File: src/rtl/isc_map.svh
/*
 * Register map of the image sensor control bank: offsets, reset values,
 * slot indices, field positions and fixed limits.
 * Assumes inclusion by the package and by the control bank module.
 */
`ifndef ISC_MAP_SVH
`define ISC_MAP_SVH

// Bank table entries: {offset, reset value}.
`define ISC_E_ROW   {8'h01, 16'h0036}
`define ISC_E_COL   {8'h02, 16'h0010}
`define ISC_E_HGT   {8'h03, 16'h0797}
`define ISC_E_WID   {8'h04, 16'h0a1f}
`define ISC_E_HBL   {8'h05, 16'h0000}
`define ISC_E_VBL   {8'h06, 16'h0019}
`define ISC_E_CTL   {8'h07, 16'h1f82}
`define ISC_E_EXH   {8'h08, 16'h0000}
`define ISC_E_EXL   {8'h09, 16'h0797}
`define ISC_E_PCK   {8'h0a, 16'h0000}
`define ISC_E_TRM   {8'h0c, 16'h0000}
`define ISC_E_PLC   {8'h10, 16'h0050}
`define ISC_E_PL1   {8'h11, 16'h6404}
`define ISC_E_PL2   {8'h12, 16'h0000}
`define ISC_E_RM1   {8'h1e, 16'h4006}
`define ISC_E_RM2   {8'h20, 16'h0040}
`define ISC_E_RDEC  {8'h22, 16'h0000}
`define ISC_E_CDEC  {8'h23, 16'h0000}
`define ISC_E_GGA   {8'h2b, 16'h0008}
`define ISC_E_GBL   {8'h2c, 16'h0008}
`define ISC_E_GRD   {8'h2d, 16'h0008}
`define ISC_E_GGB   {8'h2e, 16'h0008}
`define ISC_E_GALL  {8'h35, 16'h0008}
`define ISC_E_BTGT  {8'h49, 16'h00a8}
`define ISC_E_BOFS  {8'h4b, 16'h0028}
`define ISC_E_BSMP  {8'h5b, 16'h0001}
`define ISC_E_BTA   {8'h5c, 16'h005a}
`define ISC_E_BDL   {8'h5d, 16'h2d13}
`define ISC_E_BTB   {8'h5e, 16'h41ff}
`define ISC_E_BTL   {8'h5f, 16'h231d}
`define ISC_E_OGA   {8'h60, 16'h0020}
`define ISC_E_OGB   {8'h61, 16'h0020}
`define ISC_E_BCC   {8'h62, 16'h0000}
`define ISC_E_ORD   {8'h63, 16'h0020}
`define ISC_E_OBL   {8'h64, 16'h0020}
`define ISC_NSLOT   35
`define ISC_T_ADDR  23:16
`define ISC_T_RST   15:0

// Registers outside the bank table.
`define ISC_A_IDENT     8'h00
`define ISC_A_IDENT_ALT 8'hff
`define ISC_A_RESTART   8'h0b
`define ISC_A_SOFTRST   8'h0d

// Slot indices of the bank table.
`define ISC_S_ROW  6'h00
`define ISC_S_COL  6'h01
`define ISC_S_HGT  6'h02
`define ISC_S_WID  6'h03
`define ISC_S_HBL  6'h04
`define ISC_S_VBL  6'h05
`define ISC_S_CTL  6'h06
`define ISC_S_EXH  6'h07
`define ISC_S_EXL  6'h08
`define ISC_S_PCK  6'h09
`define ISC_S_TRM  6'h0a
`define ISC_S_PLC  6'h0b
`define ISC_S_PL1  6'h0c
`define ISC_S_PL2  6'h0d
`define ISC_S_RM1  6'h0e
`define ISC_S_RM2  6'h0f
`define ISC_S_RDEC 6'h10
`define ISC_S_CDEC 6'h11

// Single-bit fields.
`define ISC_B_HOLD    0
`define ISC_B_CE      1
`define ISC_B_SBYINV  2
`define ISC_B_RESTART 0
`define ISC_B_PAUSE   1
`define ISC_B_TRIG    2
`define ISC_B_SOFT    0
`define ISC_B_SNAP    8
`define ISC_B_PINV    15
`define ISC_B_PPWR    0
`define ISC_B_PSEL    1
`define ISC_B_SHSIGN  10

// Multi-bit fields.
`define ISC_F_ROW   10:0
`define ISC_F_COL   11:0
`define ISC_F_HBL   11:0
`define ISC_F_VBL   10:0
`define ISC_F_EXH   3:0
`define ISC_F_TRM   12:0
`define ISC_F_SHIFT 10:8
`define ISC_F_DIV   6:0
`define ISC_F_CBIN  5:4
`define ISC_F_PLLM  15:8
`define ISC_F_PLLN  5:0
`define ISC_F_PLLP  4:0

`define ISC_VBL_MIN 11'h008

`endif

File: src/rtl/isc_pkg.sv
/*
 * Types shared by the image sensor control bank and its users.
 * Assumes the register map header is on the include path.
 */
`include "isc_map.svh"

package isc_pkg;

  typedef logic [15:0] isc_word_t;
  typedef isc_word_t   isc_bank_t [`ISC_NSLOT];

  // Effective readout window, blanking and exposure.
  typedef struct packed {
    logic [10:0] first_row;
    logic [11:0] first_col;
    logic [10:0] height_m1;
    logic [11:0] width_m1;
    logic [11:0] hblank;
    logic [10:0] vblank;
    logic [19:0] expo_rows;
    logic [12:0] trim;
  } isc_frame_t;

  // Frame-synchronised readout mode words.
  typedef struct packed {
    isc_word_t mode_a;
    isc_word_t mode_b;
    isc_word_t row_dec;
    isc_word_t col_dec;
  } isc_mode_t;

  // Synthesiser controls.
  typedef struct packed {
    logic       power;
    logic       select;
    logic [7:0] mult;
    logic [5:0] prediv;
    logic [4:0] postdiv;
  } isc_synth_t;

  // Sequencer commands.
  typedef struct packed {
    logic restart;
    logic pause_row0;
    logic sw_trigger;
  } isc_seq_t;

endpackage

File: src/rtl/isc_regs.sv
/*
 * Control and configuration register bank of an image sensor: word port
 * behind the two-wire serial front end, frame-synchronised window and
 * exposure settings, standby gating, restart and trigger, pixel clock
 * shaping and the synthesiser controls.
 * Assumes a serial front end that delivers whole 16-bit words with an
 * 8-bit address, and a readout sequencer that pulses at frame start.
 */
// Contract
// - Standby pin low or chip enable clear gates clocks, analog low power.
// - In standby reads are refused; only enable and polarity accept writes.
// - Continuous readout resumes at same point after standby, no corruption flag.
// - Entering standby disables the synthesiser; host re-enables it afterwards.
// - Identity is read-only: part code, analog and digital revision; mirrored.
// - First row is 11 bits, odd values use next lower even row.
// - First column rounds down to multiple of twice column bin factor.
// - Height and width minus one; even values use next higher odd.
// - Horizontal blank below mode minimum uses the minimum.
// - Vertical blank clamped to a minimum of eight rows.
// - Window, blanking and exposure writes apply at next frame boundary.
// - Hold bit defers updates; frame-synchronised fields still wait a boundary.
// - Chip enable clear stops readout; writing it leaves other registers alone; clearing it here also clears synthesiser power and select.
// - Exposure rows are upper times 65536 plus lower; lower zero means one.
// - Clock polarity bit inverts the pixel output clock.
// - Signed clock shift delays the pixel clock, only when divided.
// - Divide field divides pixel clock by twice its value; zero undivided.
// - Software trigger acts as one trigger only in snapshot mode.
// - With pause set, restart stays set and readout waits at row 0.
// - Restart abandons the frame and self-clears unless pause is set.
// - Soft reset restores defaults except enable, hold, itself, synthesiser.
module isc_regs
  import isc_pkg::*;
#(
  parameter logic [7:0] PART_CODE = 8'h5c,  // Arbitrary value.
  parameter logic [3:0] ANA_REV   = 4'h1,   // Arbitrary value.
  parameter logic [3:0] DIG_REV   = 4'h1    // Arbitrary value.
)(
  // Clock and reset
  input  wire logic        i_clk,
  input  wire logic        i_srst,
  // Word port from the serial front end
  input  wire logic        i_wr,
  input  wire logic        i_rd,
  input  wire logic [7:0]  i_addr,
  input  wire logic [15:0] i_wdata,
  output logic      [15:0] o_rdata_q,
  output logic             o_rack_q,
  output logic             o_rrefuse_q,
  // Pins and sequencer status
  input  wire logic        i_standby_n,
  input  wire logic        i_frame_start,
  input  wire logic [11:0] i_hblank_min,
  // Effective configuration
  output isc_frame_t       o_frame_q,
  output isc_mode_t        o_mode_q,
  output isc_synth_t       o_synth,
  output isc_seq_t         o_seq_q,
  // Power and run state
  output logic             o_run_q,
  output logic             o_clk_en_q,
  output logic             o_analog_lp_q,
  output logic             o_halt_q,
  // Pixel output clock
  output logic             o_pix_clk_q,
  output logic             o_pix_bypass_q,
  output logic             o_pix_en_q
);

  // Offset and reset value of every stored word, in slot order.
  localparam logic [23:0] TAB [`ISC_NSLOT] = '{
    `ISC_E_ROW,
    `ISC_E_COL,
    `ISC_E_HGT,
    `ISC_E_WID,
    `ISC_E_HBL,
    `ISC_E_VBL,
    `ISC_E_CTL,
    `ISC_E_EXH,
    `ISC_E_EXL,
    `ISC_E_PCK,
    `ISC_E_TRM,
    `ISC_E_PLC,
    `ISC_E_PL1,
    `ISC_E_PL2,
    `ISC_E_RM1,
    `ISC_E_RM2,
    `ISC_E_RDEC,
    `ISC_E_CDEC,
    `ISC_E_GGA,
    `ISC_E_GBL,
    `ISC_E_GRD,
    `ISC_E_GGB,
    `ISC_E_GALL,
    `ISC_E_BTGT,
    `ISC_E_BOFS,
    `ISC_E_BSMP,
    `ISC_E_BTA,
    `ISC_E_BDL,
    `ISC_E_BTB,
    `ISC_E_BTL,
    `ISC_E_OGA,
    `ISC_E_OGB,
    `ISC_E_BCC,
    `ISC_E_ORD,
    `ISC_E_OBL
  };

  // Returns {hit, slot} for an address.
  function automatic logic [6:0] find_slot(input logic [7:0] a);
    logic [6:0] r;
    r = '0;
    for (int i = 0; i < `ISC_NSLOT; i++) begin
      if (TAB[i][`ISC_T_ADDR] == a) begin
        r = {1'b1, 6'(i)};
      end
    end
    return r;
  endfunction

  function automatic isc_bank_t rst_bank();
    isc_bank_t b;
    for (int i = 0; i < `ISC_NSLOT; i++) begin
      b[i] = TAB[i][`ISC_T_RST];
    end
    return b;
  endfunction

  // Bits that survive a soft reset.
  function automatic isc_word_t keep_mask(input logic [5:0] s);
    isc_word_t m;
    m = '0;
    if (s == `ISC_S_CTL) begin
      m[`ISC_B_HOLD] = 1'b1;
      m[`ISC_B_CE]   = 1'b1;
    end
    if (s == `ISC_S_PLC) begin
      m[`ISC_B_PPWR] = 1'b1;
      m[`ISC_B_PSEL] = 1'b1;
    end
    if (s == `ISC_S_PL1) begin
      m[`ISC_F_PLLM] = '1;
      m[`ISC_F_PLLN] = '1;
    end
    if (s == `ISC_S_PL2) begin
      m[`ISC_F_PLLP] = '1;
    end
    return m;
  endfunction

  // Turns programmed words into the values the sequencer uses.
  function automatic isc_frame_t eff(input isc_bank_t b, input logic [11:0] hmin);
    isc_frame_t f;
    logic [1:0]  bin;
    logic [2:0]  cmask;
    logic [10:0] vbl;
    logic [11:0] hbl;
    logic [15:0] lo;
    bin   = b[`ISC_S_CDEC][`ISC_F_CBIN];
    cmask = {bin[1], |bin, 1'b1};
    vbl   = b[`ISC_S_VBL][`ISC_F_VBL];
    hbl   = b[`ISC_S_HBL][`ISC_F_HBL];
    lo    = b[`ISC_S_EXL];
    f.first_row = b[`ISC_S_ROW][`ISC_F_ROW] & ~11'h001;
    f.first_col = b[`ISC_S_COL][`ISC_F_COL] & ~{9'h000, cmask};
    f.height_m1 = b[`ISC_S_HGT][`ISC_F_VBL] | 11'h001;
    f.width_m1  = b[`ISC_S_WID][`ISC_F_COL] | 12'h001;
    f.hblank    = (hbl < hmin) ? hmin : hbl;
    f.vblank    = (vbl < `ISC_VBL_MIN) ? `ISC_VBL_MIN : vbl;
    f.expo_rows = {b[`ISC_S_EXH][`ISC_F_EXH], (lo == 16'h0000) ? 16'h0001 : lo};
    f.trim      = b[`ISC_S_TRM][`ISC_F_TRM];
    return f;
  endfunction

  function automatic isc_mode_t modes(input isc_bank_t b);
    return '{b[`ISC_S_RM1], b[`ISC_S_RM2], b[`ISC_S_RDEC], b[`ISC_S_CDEC]};
  endfunction

  localparam isc_bank_t RST_BANK = rst_bank();

  isc_bank_t  bank_q;
  isc_bank_t  bank_d;
  logic       soft_q;
  logic       restart_q;
  logic       pause_q;
  logic       sby_q;
  logic [7:0] cnt_q;

  // Address decode.
  wire logic [6:0] slot      = find_slot(i_addr);
  wire logic       slot_hit  = slot[6];
  wire logic [5:0] slot_idx  = slot[5:0];
  wire logic       is_ident  = (i_addr == `ISC_A_IDENT) || (i_addr == `ISC_A_IDENT_ALT);
  wire logic       is_rstrt  = (i_addr == `ISC_A_RESTART);
  wire logic       is_soft   = (i_addr == `ISC_A_SOFTRST);
  wire logic       is_ctl    = slot_hit && (slot_idx == `ISC_S_CTL);

  // Standby state.
  wire isc_word_t  ctl       = bank_q[`ISC_S_CTL];
  wire logic       ce        = ctl[`ISC_B_CE];
  wire logic       hold      = ctl[`ISC_B_HOLD];
  wire logic       sby_pin   = ~(i_standby_n ^ ctl[`ISC_B_SBYINV]);
  wire logic       sby       = sby_pin | ~ce;
  // Only the entry edge clears the synthesiser, so the host can power it later.
  wire logic       sby_enter = sby & ~sby_q;

  // Write qualification; standby leaves only the control word open.
  wire logic       wr_slot   = i_wr && slot_hit && !soft_q && (!sby || is_ctl);
  wire logic       wr_rstrt  = i_wr && is_rstrt && !sby && !soft_q;
  wire logic       wr_soft   = i_wr && is_soft && !sby;
  wire isc_word_t  sby_mask  = isc_word_t'((16'h0001 << `ISC_B_CE) | (16'h0001 << `ISC_B_SBYINV));

  always_comb begin
    bank_d = bank_q;
    // The reload repeats while the bit is set, so no racing write can stick.
    if (soft_q) begin
      for (int i = 0; i < `ISC_NSLOT; i++) begin
        bank_d[i] = (RST_BANK[i] & ~keep_mask(6'(i))) | (bank_q[i] & keep_mask(6'(i)));
      end
    end else if (wr_slot) begin
      // Only the addressed word changes; an enable clear still drops synthesiser power and select on standby entry.
      if (sby) begin
        bank_d[slot_idx] = (bank_q[slot_idx] & ~sby_mask) | (i_wdata & sby_mask);
      end else begin
        bank_d[slot_idx] = i_wdata;
      end
    end
    if (sby_enter) begin
      bank_d[`ISC_S_PLC][`ISC_B_PPWR] = 1'b0;
      bank_d[`ISC_S_PLC][`ISC_B_PSEL] = 1'b0;
    end
  end

  always_ff @(posedge i_clk) begin
    if (i_srst) begin
      bank_q <= RST_BANK;
    end else begin
      bank_q <= bank_d;
    end
  end

  // Soft reset bit and standby tracking.
  always_ff @(posedge i_clk) begin
    if (i_srst) begin
      soft_q <= 1'b0;
      sby_q  <= 1'b0;
    end else begin
      sby_q <= sby;
      if (wr_soft) begin
        soft_q <= i_wdata[`ISC_B_SOFT];
      end
    end
  end

  // Frame-synchronised copies; hold defers them until it is cleared.
  wire logic apply = i_frame_start && !hold && !sby;

  always_ff @(posedge i_clk) begin
    if (i_srst) begin
      o_frame_q <= eff(RST_BANK, 12'h000);
      o_mode_q  <= modes(RST_BANK);
    end else if (soft_q || apply) begin
      o_frame_q <= eff(bank_q, i_hblank_min);
      o_mode_q  <= modes(bank_q);
    end
  end

  // Restart, pause and software trigger.
  wire logic snapshot = bank_q[`ISC_S_RM1][`ISC_B_SNAP];
  wire logic trig_hit = wr_rstrt && i_wdata[`ISC_B_TRIG] && snapshot;

  always_ff @(posedge i_clk) begin
    if (i_srst || soft_q) begin
      restart_q <= 1'b0;
      pause_q   <= 1'b0;
      o_seq_q   <= '0;
    end else begin
      o_seq_q.restart    <= wr_rstrt && i_wdata[`ISC_B_RESTART];
      o_seq_q.sw_trigger <= trig_hit;
      o_seq_q.pause_row0 <= restart_q && pause_q;
      if (wr_rstrt) begin
        pause_q   <= i_wdata[`ISC_B_PAUSE];
        restart_q <= i_wdata[`ISC_B_RESTART] && i_wdata[`ISC_B_PAUSE];
      end else if (!pause_q) begin
        restart_q <= 1'b0;
      end
    end
  end

  // Read path.
  // A refused read leaves the last word; only an acknowledge vouches for it.
  wire isc_word_t ident  = {PART_CODE, ANA_REV, DIG_REV};
  wire isc_word_t rs_val = isc_word_t'({pause_q, restart_q}); 
  wire isc_word_t rd_mux = is_ident ? ident :
                           is_rstrt ? rs_val :
                           is_soft  ? isc_word_t'(soft_q) :
                           slot_hit ? bank_q[slot_idx] : 16'h0000;

  always_ff @(posedge i_clk) begin
    if (i_srst) begin
      o_rdata_q   <= 16'h0000;
      o_rack_q    <= 1'b0;
      o_rrefuse_q <= 1'b0;
    end else begin
      o_rack_q    <= i_rd && !sby;
      o_rrefuse_q <= i_rd && sby;
      if (i_rd && !sby) begin
        o_rdata_q <= rd_mux;
      end
    end
  end

  // Run state; the sequencer keeps its position, so standby just freezes it.
  always_ff @(posedge i_clk) begin
    if (i_srst) begin
      o_run_q       <= 1'b0;
      o_clk_en_q    <= 1'b0;
      o_analog_lp_q <= 1'b1;
      o_halt_q      <= 1'b0;
    end else begin
      o_run_q       <= !sby && !soft_q && !(restart_q && pause_q);
      o_clk_en_q    <= !sby;
      o_analog_lp_q <= sby;
      o_halt_q      <= soft_q;
    end
  end

  assign o_synth = '{bank_q[`ISC_S_PLC][`ISC_B_PPWR], bank_q[`ISC_S_PLC][`ISC_B_PSEL],
                     bank_q[`ISC_S_PL1][`ISC_F_PLLM], bank_q[`ISC_S_PL1][`ISC_F_PLLN],
                     bank_q[`ISC_S_PL2][`ISC_F_PLLP]};

  // Pixel clock divider: period is twice the divide value.
  wire isc_word_t  pck      = bank_q[`ISC_S_PCK];
  wire logic [6:0] pc_div   = pck[`ISC_F_DIV];
  wire logic       pc_inv   = pck[`ISC_B_PINV];
  wire logic       bypass   = (pc_div == 7'h00);
  wire logic [7:0] pc_per   = {pc_div, 1'b0};
  wire logic       pc_wrap  = (cnt_q >= (pc_per - 8'h01));
  wire logic [8:0] pc_sh    = {{6{pck[`ISC_B_SHSIGN]}}, pck[`ISC_F_SHIFT]};
  wire logic [8:0] ph_raw   = {1'b0, cnt_q} - pc_sh;
  wire logic [8:0] ph_up    = ph_raw + {1'b0, pc_per};
  wire logic [8:0] ph_dn    = ph_raw - {1'b0, pc_per};
  // Folding into one period lets a positive shift wrap instead of underflow.
  wire logic [8:0] phase    = ph_raw[8] ? ph_up : ((ph_raw >= {1'b0, pc_per}) ? ph_dn : ph_raw);
  wire logic       pc_level = (phase < {2'b00, pc_div});

  always_ff @(posedge i_clk) begin
    if (i_srst || sby || bypass || pc_wrap) begin
      cnt_q <= 8'h00;
    end else begin
      cnt_q <= cnt_q + 8'h01;
    end
  end

  always_ff @(posedge i_clk) begin
    if (i_srst) begin
      o_pix_clk_q    <= 1'b0;
      o_pix_bypass_q <= 1'b1;
      o_pix_en_q     <= 1'b0;
    end else begin
      o_pix_bypass_q <= bypass;
      o_pix_en_q     <= !sby && (bypass || pc_wrap);
      if (bypass || sby) begin
        o_pix_clk_q <= pc_inv;
      end else begin
        o_pix_clk_q <= pc_level ^ pc_inv;
      end
    end
  end

endmodule

File: config.mk
export PLATFORM = sky130hd
export DESIGN_NAME = isc_regs
export DESIGN_NICKNAME = d
export VERILOG_FILES = /design/src/rtl/isc_pkg.sv /design/src/rtl/isc_regs.sv
export VERILOG_INCLUDE_DIRS = /design/src /design/src/rtl
export SDC_FILE = /design/constraint.sdc
export NUM_CORES = 2
export LEC_CHECK = 0
export ABC_AREA = 1
export BUFFER_PORTS_ARGS = -buffer_cell sky130_fd_sc_hd__buf_2
export CAP_MARGIN = 25
export CELL_PAD_IN_SITES_DETAIL_PLACEMENT = 0
export CELL_PAD_IN_SITES_GLOBAL_PLACEMENT = 1
export CORE_MARGIN = 1
export CORE_UTILIZATION = 45
export CTS_BUF_LIST = sky130_fd_sc_hd__clkbuf_8
export CTS_CLUSTER_DIAMETER = 40
export DETAILED_ROUTE_END_ITERATION = 6
export PLACE_DENSITY_LB_ADDON = 0.15
export SETUP_SLACK_MARGIN = 0.5
export SLEW_MARGIN = 20
export SYNTH_ARGS = -nofsm -noshare
export SYNTH_HDL_FRONTEND = slang
export SYNTH_SLANG_ARGS = --single-unit
File: constraint.sdc
create_clock -name i_clk -period 5.8 [get_ports i_clk]
set_input_delay 1.74 -clock i_clk [delete_from_list [all_inputs] [get_ports i_clk]]
set_output_delay 1.74 -clock i_clk [all_outputs]
set_load 0.02 [all_outputs]
==> impl_metrics.tcl <==
set metrics [dict create \
    status "finished, violations left" \
    failed_checks "design-rule violations" \
    numCtsBuffers 142 \
    fin_worst_skew_ns 0.0290 \
    muxShareOfSynthArea 0.000590 \
    clkTransAtPathRegs_ns 0.06 \
    drive_gt1_frac 0.138 \
    drt-initial-drc-count 3571 \
    vias_per_cell 5.61 \
    synth-warning-count 0 \
    ant_nets 0 \
    die-area_sq_um 76600 \
    p_leak_nw 16.1 \
    rows 100 \
    synth_seq_area_share 0.449 \
    gp_congestion 0.956 \
    dieHeight_microns 277 \
    seq_area_sq_um 15300 \
    min_period_ns 5.06 \
    wire_per_inst_microns 23.2 \
    path_class "in -> reg" \
    grt_overflow_total 0 \
    drv_cap 0 \
    hold_viol 0 \
    final-setup-viol-count 0 \
    antenna_found_initial 5 \
    cts_tree "built" \
    placed_cell_area_sq_um 36100 \
    slew_violations 0 \
    dr.pass1.iters 7 \
    setup_tns_ns 0 \
    syn_area_per_cell_sq_um 7.06 \
    nFillCells 7643 \
    multi_input_area_sq_um 16000 \
    max-vdd-ir-drop_mv 0.175 \
    postLayoutCellArea_sq_um 39000 \
    cts.sinks 762 \
    synth_xor_area_frac 0.00542 \
    yosysTopAreaCellShare 0.449 \
    hold_class "reg -> reg" \
    insertion_delay_ns 0.80 \
    synth_compound_area_frac 0.190 \
    synth_area_leaders "dfxtp_1 45%, nand2_1 15%, a21oi_1 9.3%" \
    yosysTopAreaCell "dfxtp_1" \
    cts_buffer_depth 3 \
    rr_worst_depth 27 \
    synth.distinct_cells 59 \
    relSlewSlack 0.242 \
    via_count 34000 \
    min_delay_path_depth 2 \
    cts-htree-levels 4 \
    cts_root_buf "clkbuf_8" \
    cellPowerDensity_nw_per_um2 301 \
    die_width_microns 277 \
    grt_pass1_wl_microns 206000 \
    holdWs_ns 0.454 \
    ioPinCount 257 \
    synth_cells 4811 \
    mappedNetlistArea_sq_um 34000 \
    synthAdderAreaFrac 0.0202 \
    rsz0062_at_grt "true" \
    fin_nets 5090 \
    ys_ff_latch 762 \
    start_kind "input pin" \
    core_sq_um 74600 \
    period_share 0.872 \
    worst_pin_slew_ns 1.13 \
    hpwl_microns 98200 \
    wirelength_microns 141000 \
    endpoint_kind "flop" \
    clock.fmax_mhz 198 \
    post-route-drc-count 1 \
    numPortBuffers 252 \
    cp.arrival_ns 5.76 \
    worstPathRequired_ns 6.51 \
    area_growth_pct 14.8 \
    start_util 0.455 \
    grt_pass1_vias 31100 \
    grt_max_degree 130 \
    synth_top_family_by_area "simple AND/OR/NAND/NOR gates" \
    synthSimpleGateAreaFrac 0.252 \
    grt_usage 0.358 \
    worst-path-max-fanout 16 \
    p_total_mw 11.7 \
]
layer usage:
| metal | wire [microns] | vias to the layer above | GRT usage |
|---|---|---|---|
| li1 | - | 16200 | - |
| met4 | 8100 | 6 | 0.195 |
| met5 | 46 | - | 0 |
| met3 | 12400 | 349 | 0.0644 |
| met1 | 57600 | 15800 | 0.469 |
| met2 | 62800 | 1622 | 0.558 |
worst max-delay path, cell delays in order:
cell     delay (ns)
buf_2          0.13
nor2_2         0.06
nand2_2        0.18
inv_2          0.11
nand3_1        0.34
nand2_1        0.09
nor2_1         0.13
nand4_1        0.10
nor2_1         0.12
nand4_2        0.24
buf_4          0.27
nor2_2         0.23
nand2_2        0.21
inv_2          0.37
buf_4          0.26
nand2_1        0.06
o21ai_0        0.22
nor2_1         0.10
nand2_1        0.10
nand2_1        0.06
nand2_1        0.08
nand3_1        0.08
nand3_1        0.07
nand2_1        0.07
buf_4          0.20
a21oi_1        0.13
stage by stage:
stage	instances	utilization	setup slack, ns
after floorplan	4813	-	1.24
after global placement	5814	0.484	-0.0365
after detailed placement	5814	0.484	-0.0651
after CTS	6056	0.522	0.590
after global routing	6063	0.523	0.374
final	6064	0.523	0.743
flip-flops by register name, indices dropped and copies added, names as in the netlist, 3 cells and up:
register / cells
bank_q: 507
o_seq_q: 3
pck: 16
o_frame_q: 98
o_synth: 21
o_rdata_q: 16
cnt_q: 8
o_mode_q: 64
ctl: 16
synth_stat cells, drive strengths merged:
master / n
nand2: 1370
dfxtp: 762
a21oi: 633
nor2: 403
o21ai: 377
inv: 310
nand3: 261
clkbuf: 189
buf: 165
o211ai: 88
ha: 50
o22ai: 46
nand4: 25
nor3: 20
xor2: 19
o221ai: 14
nor4: 8
o21bai: 8
or2: 8
a221oi: 6
clkinv: 5
a22oi: 4
nand3b: 4
o21a: 4
a211oi: 3
fa: 3
o31ai: 3
a2111oi: 2
a22o: 2
a31oi: 2
and2: 2
conb: 2
mux2i: 2
nor3b: 2
xnor2: 2
a211o: 1
a21o: 1
a41oi: 1
and3: 1
o2111ai: 1
o211a: 1
o311ai: 1
layout by cell type (no fill, tap or decap), types with 4 or more instances in the layout:
cell type | Yosys | layout
a21oi_1 | 632 | 632
a221oi_1 | 6 | 6
a22oi_1 | 4 | 4
buf_12 | 0 | 16
buf_2 | 106 | 252
buf_4 | 38 | 122
bufinv_16 | 0 | 6
clkbuf_8 | 0 | 162
clkinv_1 | 5 | 4
clkinv_2 | 0 | 11
clkinvlp_4 | 0 | 6
conb_1 | 2 | 4
dfxtp_1 | 762 | 761
ha_1 | 50 | 50
inv_1 | 257 | 299
inv_2 | 50 | 50
inv_4 | 3 | 4
inv_6 | 0 | 7
inv_8 | 0 | 4
nand2_1 | 1362 | 1362
nand2_2 | 8 | 8
nand3_1 | 260 | 259
nand3b_1 | 4 | 4
nand4_1 | 24 | 24
nor2_1 | 369 | 367
nor2_2 | 26 | 27
nor2_4 | 8 | 9
nor3_1 | 19 | 17
nor4_1 | 7 | 7
o211ai_1 | 88 | 88
o21a_1 | 4 | 4
o21ai_0 | 331 | 331
o21ai_1 | 46 | 46
o21bai_1 | 8 | 8
o221ai_1 | 14 | 14
o22ai_1 | 46 | 46
or2_2 | 4 | 4
xor2_1 | 19 | 19
worst paths after layout:
| kind | slack [ns] | endpoint | start |
|---|---|---|---|
| min reg2reg | 0.45 | bank_q[209]$_SDFFE_PP0P_ | bank_q[209]$_SDFFE_PP0P_ |
| max reg2reg | 0.96 | o_pix_clk_q$_SDFF_PP0_ | pck[8]$_SDFFE_PP0P_ |
| max | 0.74 | bank_q[16]$_SDFFE_PP0P_ | i_addr[6] |
| min | 0.45 | bank_q[209]$_SDFFE_PP0P_ | bank_q[209]$_SDFFE_PP0P_ |
what timing repair did:
item / 4_1_cts / 5_1_grt
hold buffers: 0 / 0
setup buffers: 0 / 3
gates resized for setup: 0 / 5
setup endpoints to repair: 0 / 17
kinds of logic after synthesis:
group                      after synthesis
and+or+nand+nor                       2104
DFF                                    762
xor gates and xnor gates                21
AOI/OAI and AO/OA                     1198
muxes                                    2
buffers and inverters                  669
adders and majority gates               53
other                                    2
where the power goes:
| part | switching, mW | internal [mW] |
|---|---|---|
| Clock | 2.44 | 2.84 |
| Sequential | 0.0425 | 5.31 |
| Combinational | 0.812 | 0.267 |
| Total | 3.29 | 8.42 |
layout make-up:
| class | instances | share of cell area |
|---|---|---|
| timing repair buffer | 391 | 0.0644 |
| clock buffer | 162 | 0.0572 |
| multi-input combinational | 3383 | 0.410 |
| sequential | 762 | 0.391 |
| clock inverter | 80 | 0.0151 |
| inverter | 315 | 0.0309 |
| tap | 969 | 0.0311 |
| antenna | 2 | 0.000128 |
Power figures use the tool's default switching activity.
